File: src/inc/lmc_pkg.sv
// Constants and types for the laser channel mode and safety controller
package lmc_pkg;

  // ==========================================================================
  // Clocking and timeout
  localparam int unsigned LMC_CLK_FREQ_HZ = 100000000;
  localparam int unsigned LMC_OSC_FREQ_HZ = 200000;
  localparam int unsigned LMC_OSC_DIV = LMC_CLK_FREQ_HZ / LMC_OSC_FREQ_HZ;
  // Least configuration timeout, so it rounds up to whole oscillator ticks
  localparam int unsigned LMC_CFG_TMO_MS = 40;
  localparam int unsigned LMC_CFG_TMO_TICKS = (LMC_CFG_TMO_MS * LMC_OSC_FREQ_HZ + 999) / 1000;

  // ==========================================================================
  // Mode field encoding
  localparam logic [1:0] LMC_MODE_CFG = 2'h2;

  // ==========================================================================
  // Bit positions of the synchronised pin vector
  localparam int unsigned LMC_SYNC_W = 13;
  localparam int unsigned LMC_B_MODE_SEL = 0;
  localparam int unsigned LMC_B_IFACE_SEL = 1;
  localparam int unsigned LMC_B_MODE_OPEN = 2;
  localparam int unsigned LMC_B_SEL_OPEN = 3;
  localparam int unsigned LMC_B_STANDBY_N = 4;
  localparam int unsigned LMC_B_EN_ONE = 5;
  localparam int unsigned LMC_B_EN_TWO = 6;
  localparam int unsigned LMC_B_PD_MAIN = 7;
  localparam int unsigned LMC_B_PD_LOGIC = 9;
  localparam int unsigned LMC_B_OVERTEMP = 10;
  localparam int unsigned LMC_B_OVC = 11;

  // ==========================================================================
  // Reset values
  localparam logic [LMC_SYNC_W-1:0] LMC_SYNC_RST = 13'h0000;
  localparam logic [1:0] LMC_CHAN_RST = 2'h0;

  // ==========================================================================
  // Top-level state
  typedef enum logic [1:0] {
    LMC_ST_STANDBY = 2'b00,
    LMC_ST_RUN     = 2'b01,
    LMC_ST_ERROR   = 2'b10
  } lmc_state_e;

endpackage

File: src/rtl/lmc_pin_sync.sv
// Three-stage pin synchroniser that accepts a change once stages two and three agree
`timescale 1ns/10ps
module lmc_pin_sync
  import lmc_pkg::*;
#(
  parameter int unsigned W = LMC_SYNC_W,
  parameter logic [W-1:0] RST_VAL = '0
) (
  // Clock and reset
  input wire logic ref_clk,
  input wire logic arst_n,
  input wire logic clk_en,
  // Asynchronous pins and their filtered image
  input wire logic [W-1:0] pin_in,
  output logic [W-1:0] pin_out
);

  logic [W-1:0] s1_q;
  logic [W-1:0] s2_q;
  logic [W-1:0] s3_q;
  logic [W-1:0] out_d;
  logic [W-1:0] out_q;

  // ==========================================================================
  // Agreement filter
  genvar i;
  generate
    for (i = 0; i < W; i++) begin : g_bit
      always_comb begin
        out_d[i] = (s2_q[i] == s3_q[i]) ? s3_q[i] : out_q[i];
      end
    end
  endgenerate

  // ==========================================================================
  // Registers; first stage is read only by the second
  always_ff @(posedge ref_clk or negedge arst_n) begin
    if (!arst_n) begin
      s1_q <= RST_VAL;
      s2_q <= RST_VAL;
      s3_q <= RST_VAL;
      out_q <= RST_VAL;
    end else if (clk_en) begin
      s1_q <= pin_in;
      s2_q <= s1_q;
      s3_q <= s2_q;
      out_q <= out_d;
    end
  end

  assign pin_out = out_q;

endmodule

File: src/rtl/lmc_safety_ctrl.sv
// Mode selection and channel safety control for a dual laser driver
`timescale 1ns/10ps
// ============================================================================
// Function
// - A low mode-select pin picks standalone mode and a high one picks microcontroller mode.
// - In microcontroller mode a high interface select pin picks I2C and a low one picks SPI.
// - A floating mode or interface pin outside standby drives the check output low and holds both channels off while it floats.
// - Standalone mode forces both channels to power control with the internal monitor resistors off.
// - In standalone mode the interface pin picks the reference, low for supply-0.25 V, high for supply-0.5 V.
// - Standalone mode fixes the overcurrent limit at its 750 mA maximum and trips only the affected channel.
// - A channel turns on when its enable pin is high and no fault blocks it.
// - While the main or logic supply is powered down the channels are held off.
// - Overcurrent or overtemperature switches channels off and stays latched until enable cycling or power-up.
// - Standby does not clear the held configuration.
// - In microcontroller mode, while the mode field is 10 the time in configuration mode is measured against a 40 to 164 ms limit.
// - When the configuration timeout expires both channels switch off.
// - A channel is off whenever its pin is low or, in microcontroller mode, its disable bit is 1.
module lmc_safety_ctrl
  import lmc_pkg::*;
#(
  parameter int unsigned OSC_DIV = LMC_OSC_DIV,
  parameter int unsigned CFG_TMO_TICKS = LMC_CFG_TMO_TICKS
) (
  // Clock, reset and clock enable
  input wire logic ref_clk,
  input wire logic arst_n,
  input wire logic clk_en,
  // Strap pins and their open detectors
  input wire logic host_mode_select_pin,
  input wire logic iface_ref_select_pin,
  input wire logic mode_pin_open_fault,
  input wire logic select_pin_open_fault,
  // Standby and channel enable pins
  input wire logic standby_n,
  input wire logic chan_one_enable_pin,
  input wire logic chan_two_enable_pin,
  // Analog fault detectors
  input wire logic [1:0] main_supply_powerdown,
  input wire logic logic_supply_powerdown,
  input wire logic overtemp_fault,
  input wire logic [1:0] overcurrent_fault,
  // Configuration bits from the register file
  input wire logic [1:0] chan_disable_bit,
  input wire logic [1:0] mode_field,
  // Mode decode
  output logic mcu_mode,
  output logic iface_i2c,
  output logic optical_power_loop_forced,
  output logic programmable_monitor_resistor_off,
  output logic ref_deep_select,
  output logic ilim_force_max,
  // Status and channel control
  output logic fault_indicator_n,
  output logic standby_active,
  output logic cfg_timeout,
  output logic [1:0] shutdown_latched,
  output logic [1:0] chan_on
);

  localparam int unsigned DIV_W = $clog2(OSC_DIV);
  localparam int unsigned TMO_W = $clog2(CFG_TMO_TICKS + 1);
  localparam logic [DIV_W-1:0] DIV_LAST = DIV_W'(OSC_DIV - 1);
  localparam logic [TMO_W-1:0] TMO_LAST = TMO_W'(CFG_TMO_TICKS);

  // ==========================================================================
  // Pin synchronisation
  logic [LMC_SYNC_W-1:0] pins_raw;
  logic [LMC_SYNC_W-1:0] pins;

  assign pins_raw = {overcurrent_fault, overtemp_fault, logic_supply_powerdown, main_supply_powerdown,
                     chan_two_enable_pin, chan_one_enable_pin, standby_n, select_pin_open_fault,
                     mode_pin_open_fault, iface_ref_select_pin, host_mode_select_pin};

  lmc_pin_sync #(
    .W(LMC_SYNC_W),
    .RST_VAL(LMC_SYNC_RST)
  ) u_sync (
    .ref_clk(ref_clk),
    .arst_n(arst_n),
    .clk_en(clk_en),
    .pin_in(pins_raw),
    .pin_out(pins)
  );

  logic mode_sel;
  logic iface_sel;
  logic open_any;
  logic stby_n_s;
  logic [1:0] en_pin;
  logic pd_any;
  logic ot_s;
  logic [1:0] ovc_s;

  assign mode_sel = pins[LMC_B_MODE_SEL];
  assign iface_sel = pins[LMC_B_IFACE_SEL];
  assign open_any = pins[LMC_B_MODE_OPEN] | pins[LMC_B_SEL_OPEN];
  assign stby_n_s = pins[LMC_B_STANDBY_N];
  assign en_pin = {pins[LMC_B_EN_TWO], pins[LMC_B_EN_ONE]};
  assign pd_any = pins[LMC_B_PD_MAIN] | pins[LMC_B_PD_MAIN+1] | pins[LMC_B_PD_LOGIC];
  assign ot_s = pins[LMC_B_OVERTEMP];
  assign ovc_s = pins[LMC_B_OVC+1:LMC_B_OVC];

  // ==========================================================================
  // State
  lmc_state_e state_q;
  lmc_state_e state_d;
  logic mcu_q;
  logic mcu_d;
  logic iface_q;
  logic iface_d;
  logic [1:0] en_prev_q;
  logic [1:0] en_prev_d;
  logic [1:0] latch_q;
  logic [1:0] latch_d;
  logic [DIV_W-1:0] div_q;
  logic [DIV_W-1:0] div_d;
  logic [TMO_W-1:0] tmo_q;
  logic [TMO_W-1:0] tmo_d;
  logic tmo_hit_q;
  logic tmo_hit_d;
  logic [1:0] chan_q;
  logic [1:0] chan_d;
  logic chk_n_q;
  logic chk_n_d;
  logic i2c_q;
  logic i2c_d;
  logic standalone_q;
  logic standalone_d;
  logic ref_deep_q;
  logic ref_deep_d;
  logic stby_q;
  logic stby_d;

  // ==========================================================================
  // Mode state machine
  always_comb begin
    state_d = state_q;
    case (state_q)
      LMC_ST_STANDBY: begin
        if (stby_n_s && open_any) begin
          state_d = LMC_ST_ERROR;
        end else if (stby_n_s) begin
          state_d = LMC_ST_RUN;
        end
      end
      LMC_ST_RUN: begin
        if (!stby_n_s) begin
          state_d = LMC_ST_STANDBY;
        end else if (open_any) begin
          state_d = LMC_ST_ERROR;
        end
      end
      LMC_ST_ERROR: begin
        if (!stby_n_s) begin
          state_d = LMC_ST_STANDBY;
        end else if (!open_any) begin
          state_d = LMC_ST_RUN;
        end
      end
      default: begin
        state_d = LMC_ST_STANDBY;
      end
    endcase
  end

  // ==========================================================================
  // Strap decode, held while in standby so the configuration survives it
  always_comb begin
    mcu_d = mcu_q;
    iface_d = iface_q;
    if (state_q == LMC_ST_RUN) begin
      mcu_d = mode_sel;
      iface_d = iface_sel;
    end
    // Standby leaves the held decode untouched
    if (state_q == LMC_ST_STANDBY) begin
      mcu_d = mcu_q;
      iface_d = iface_q;
    end
  end

  // ==========================================================================
  // Configuration timeout on oscillator ticks
  logic cfg_mode;
  logic osc_tick;

  assign cfg_mode = mcu_q && (mode_field == LMC_MODE_CFG) && (state_q == LMC_ST_RUN);
  assign osc_tick = (div_q == DIV_LAST);

  always_comb begin
    div_d = osc_tick ? '0 : div_q + 1'b1;
    tmo_d = tmo_q;
    tmo_hit_d = tmo_hit_q;
    if (!cfg_mode) begin
      tmo_d = '0;
      tmo_hit_d = 1'b0;
    end else if (osc_tick && !tmo_hit_q) begin
      tmo_d = tmo_q + 1'b1;
      if (tmo_q == TMO_LAST - 1'b1) begin
        tmo_hit_d = 1'b1;
      end
    end
  end

  // ==========================================================================
  // Latched shutdowns and channel gating
  logic [1:0] en_rise;
  logic [1:0] trip;
  logic [1:0] allow;

  assign en_rise = en_pin & ~en_prev_q;

  always_comb begin
    en_prev_d = en_pin;
    // Standalone trips only the channel that saw overcurrent; host mode drops both
    if (!mcu_q) begin
      trip = ovc_s;
    end else begin
      trip = {2{|ovc_s}};
    end
    trip = trip | {2{ot_s}};
    trip = trip | {2{tmo_hit_d & ~tmo_hit_q}};
    // A trip in the same cycle as an enable edge still latches
    latch_d = (latch_q & ~en_rise) | trip;
    allow = en_pin & ~latch_d;
    if (mcu_q) begin
      allow = allow & ~chan_disable_bit;
    end
    if (tmo_hit_d) begin
      allow = 2'h0;
    end
    if (pd_any) begin
      allow = 2'h0;
    end
    if (state_q != LMC_ST_RUN || state_d != LMC_ST_RUN) begin
      allow = 2'h0;
    end
    chan_d = allow;
    chk_n_d = !(open_any && stby_n_s);
  end

  // ==========================================================================
  // Output decode, built from next values so the pins leave flops with no extra lag
  always_comb begin
    i2c_d = mcu_d & iface_d;
    standalone_d = ~mcu_d;
    ref_deep_d = ~mcu_d & iface_d;
    stby_d = (state_d == LMC_ST_STANDBY);
  end

  // ==========================================================================
  // Registers
  always_ff @(posedge ref_clk or negedge arst_n) begin
    if (!arst_n) begin
      state_q <= LMC_ST_STANDBY;
      mcu_q <= 1'b0;
      iface_q <= 1'b0;
      en_prev_q <= LMC_CHAN_RST;
      latch_q <= LMC_CHAN_RST;
      div_q <= '0;
      tmo_q <= '0;
      tmo_hit_q <= 1'b0;
      chan_q <= LMC_CHAN_RST;
      chk_n_q <= 1'b1;
      i2c_q <= 1'b0;
      standalone_q <= 1'b1;
      ref_deep_q <= 1'b0;
      stby_q <= 1'b1;
    end else if (clk_en) begin
      state_q <= state_d;
      mcu_q <= mcu_d;
      iface_q <= iface_d;
      en_prev_q <= en_prev_d;
      latch_q <= latch_d;
      div_q <= div_d;
      tmo_q <= tmo_d;
      tmo_hit_q <= tmo_hit_d;
      chan_q <= chan_d;
      chk_n_q <= chk_n_d;
      i2c_q <= i2c_d;
      standalone_q <= standalone_d;
      ref_deep_q <= ref_deep_d;
      stby_q <= stby_d;
    end
  end

  // ==========================================================================
  // Outputs, all straight from flip-flops
  assign mcu_mode = mcu_q;
  assign iface_i2c = i2c_q;
  assign optical_power_loop_forced = standalone_q;
  assign programmable_monitor_resistor_off = standalone_q;
  assign ref_deep_select = ref_deep_q;
  assign ilim_force_max = standalone_q;
  assign fault_indicator_n = chk_n_q;
  assign standby_active = stby_q;
  assign cfg_timeout = tmo_hit_q;
  assign shutdown_latched = latch_q;
  assign chan_on = chan_q;

endmodule

File: config.mk
export PLATFORM = sky130hd
export DESIGN_NAME = lmc_safety_ctrl
export DESIGN_NICKNAME = d
export VERILOG_FILES = /design/src/inc/lmc_pkg.sv /design/src/rtl/lmc_pin_sync.sv /design/src/rtl/lmc_safety_ctrl.sv
export SDC_FILE = /design/constraint.sdc
export NUM_CORES = 1
export LEC_CHECK = 0
export ABC_CLOCK_PERIOD_IN_PS = 2700
export BUFFER_PORTS_ARGS = -buffer_cell sky130_fd_sc_hd__buf_2
export CORE_AREA = 2 2 130 132
export CTS_BUF_LIST = sky130_fd_sc_hd__clkbuf_2
export DETAILED_ROUTE_END_ITERATION = 12
export DIE_AREA = 0 0 132 134
export PLACE_DENSITY = 0.39
export REMOVE_ABC_BUFFERS = 1
export SLEW_MARGIN = 30
export SYNTH_ARGS = -nofsm -noshare
export SYNTH_HDL_FRONTEND = slang
export SYNTH_SLANG_ARGS = --single-unit
File: constraint.sdc
create_clock -name ref_clk -period 2.7 [get_ports ref_clk]
set_clock_uncertainty 0.1 [all_clocks]
set_input_delay 0.27 -clock ref_clk [delete_from_list [all_inputs] [get_ports ref_clk]]
set_output_delay 0.27 -clock ref_clk [all_outputs]
set_load 0.03 [all_outputs]
==> flow_summary.json <==
{
  "run_status": "complete, no violations",
  "synth_top_area_share": 0.5409,
  "r2r_cells": 5,
  "grt_max_degree": 59,
  "drt-pass1-iter-count": 4,
  "end_kind": "flop",
  "worstPathMaxFanout": 13,
  "drcViolationCount": 0,
  "first_iter_violations": 120,
  "cts_root_buf": "clkbuf_2",
  "clock_sinks": 90,
  "regToRegStartpoint": "div_q[1]",
  "coreArea_mm2": 0.01629,
  "rsz0062_at_grt": "false",
  "power_w": 0.003216,
  "cts_buffer_depth": 2,
  "crit_type": "flop to flop",
  "synthTopCellsByArea": "dfrtp_1, mux2_2, o21ai_0",
  "track_usage": 0.1090,
  "synth_edf_count": 0,
  "setup_violations": 0,
  "yosysMostFrequentCell": "dfrtp_1",
  "overflow": 0,
  "holdPathStages": 3,
  "fin_ws_ns": 0.5327,
  "yosys.area.top_type": "dfrtp_1",
  "worst_pin_slew_ns": 0.6386,
  "synth_cell_type_count": 52,
  "peakVddDrop_uv": 233.3,
  "min_to": "tmo_q[12]",
  "cts_resized": 0,
  "grt_pass1_vias": 2852,
  "async_flop_share": 1.000,
  "num_rows": 47,
  "hold_slack_ns": 0.1139,
  "netlist_area_mm2": 0.004025,
  "fin_crit_ns": 2.167,
  "tns_ns": 0,
  "antenna_found_initial": 1,
  "clkTransAtPathRegs_ns": 0.24,
  "drt_wl_total_um": 8736,
  "finish.utilization": 0.2904,
  "relSlewSlack": 0.5684,
  "dieArea_mm2": 0.01769,
  "post-dp-hpwl_um": 5682,
  "slew_viol_final": 0,
  "routed_via_density": 4.442,
  "cp.required_ns": 3.11,
  "h-tree-depth": 3,
  "pin_count": 33,
  "min_from": "mode_field[1]",
  "die_x_um": 132,
  "preCtsSetupSlack_ns": 0.5722,
  "worstSkewPairLatency_ns": 0.58,
  "cts_buffers": 9,
  "wl_per_cell_um": 13.61,
  "start_kind": "flop",
  "postSynthAreaPerCell_um2": 11.03,
  "cts_tree": "built",
  "nets": 438,
  "max_freq_mhz": 461.4,
  "fillers": 1706,
  "netlist_instances": 365,
  "synthToLayoutAreaGrowth_pct": 17.53,
  "r2r_slack_ns": 0.53,
  "power-per-cell-area_mw_per_mm2": 679.9,
  "fin_crit_sh": 0.8027,
  "postRouteAntennaNets": 0,
  "r2r-end": "tmo_q[10]",
  "drive_gt1_frac": 0.2233,
  "yosys_most_used_dff": "dfrtp_1",
  "routed-via-count": 2852,
  "post_cts_buffers": 0,
  "drv_cap": 0,
  "place_congestion": 0.7164,
  "start_util": 0.2471,
  "hp-class": "primary input to flop",
  "synth_common_cells": "dfrtp_1, o21ai_0, mux2_2",
  "hold_viol_final": 0,
  "hold_buffers": 19,
  "io_buffers": 32,
  "grt_first_pass_wirelength_um": 15090,
  "ys_seq_elements": 90,
  "leakagePower_nw": 1.964,
  "yosys_warnings": 0,
  "cp_data_arrival_time_ns": 2.58,
  "synth-seq-area-share": 0.5605,
  "die_h_um": 134
}
==> sequential cells by signal, indices dropped and copies added, names as in the netlist <==
signal	count
cfg_timeout	1
chan_on	2
div_q	9
en_prev_q	2
fault_indicator_n	1
iface_i2c	1
iface_q	1
ilim_force_max	1
mcu_mode	1
ref_deep_select	1
shutdown_latched	2
standby_active	1
state_q	2
tmo_q	13
u_sync.pin_out	13
u_sync.s1_q	13
u_sync.s2_q	13
u_sync.s3_q	13
==> cell families (layout without fill, tap and decap cells) <==
logic type,count (synthesis),in the layout,share of synthesized area
multiplexers,38,38,0.1041
XOR/XNOR,6,6,0.01306
adder cells (fa/ha/maj),2,2,0.006216
flip-flops,90,90,0.5605
other,0,1,0
AND/OR/NAND/NOR,89,89,0.1293
buffers and inverters,40,96,0.04072
AO/OA/AOI/OAI,100,100,0.1461
==> critical path: stages, from the launching register on <==
cell       delay, ns
dfrtp_1         0.43
ha_1            0.23
nand4bb_2       0.22
or3_4           0.46
or4_1           0.52
a21oi_1         0.15
==> cells in the final DEF, fill, tap and decap left out, types with 4 or more instances in the layout <==
cell and n:
and4_1 5, mux2_2 31, nor3_1 5, inv_1 21, mux2i_1 7, nand2_1 22
buf_4 7, nand3_1 9, a211oi_1 6, nand2b_1 4, a21o_1 4, dlygate4sd3_1 19
a21oi_1 22, clkbuf_2 10, nor4_1 5, dfrtp_1 87, o21ai_0 48, nor2_1 12
xnor2_1 4, buf_2 31, nand4_1 6
==> layer usage <==
layer | global-route usage | part of all wire | vias to the layer above
met4 | 0.03080 | 0.013 | 0
li1 | - | - | 1421
met3 | 0.03930 | 0.037 | 7
met5 | 0 | 0 | -
met2 | 0.1704 | 0.45 | 32
met1 | 0.1426 | 0.50 | 1392
==> metrics by stage <==
stage               std cells  cell area (um^2)
floorplan                 347              3944
global route              642              4731
CTS                       641              4728
detailed placement        606              4447
finish                    642              4731
global placement          606              4447
==> power by group <==
group / switching [W] / leakage (nW) / internal (W) / total, W
clock: 0.000489 / 0.0564 / 0.000127 / 0.000615
sequential: 0.000260 / 1.09 / 0.00163 / 0.00189
combinational: 0.000385 / 0.813 / 0.000323 / 0.000708
==> worst max-delay path by stage <==
| stage | startpoint | end | slack, ns | depth (start not counted) |
|---|---|---|---|---|
| 6_report | div_q[1] | tmo_q[10] | 0.53 | 5 |
| 3_3_place_gp | div_q[0] | tmo_q[10] | 0.62 | 5 |
| 5_1_grt | mcu_mode | shutdown_latched[1] | 0.31 | 4 |
| 3_5_place_dp | div_q[0] | tmo_q[8] | 0.57 | 5 |
| 2_1_floorplan | div_q[0] | tmo_q[8] | 0.74 | 5 |
| 4_1_cts | div_q[0] | tmo_q[10] | 0.50 | 5 |
==> cell type report <==
| cell class | count | area (um^2) | share of cell area |
|---|---|---|---|
| well taps | 220 | 275.3 | 0.05819 |
| clock inverters | 6 | 41.29 | 0.008728 |
| inverters | 22 | 82.58 | 0.01746 |
| diodes | 1 | 2.502 | 0.0005290 |
| clock buffers | 10 | 50.05 | 0.01058 |
| multi-input cells | 235 | 1605 | 0.3393 |
| flip-flops and latches | 90 | 2256 | 0.4769 |
| repair buffers | 58 | 417.9 | 0.08834 |
Power figures use the tool's default switching activity.
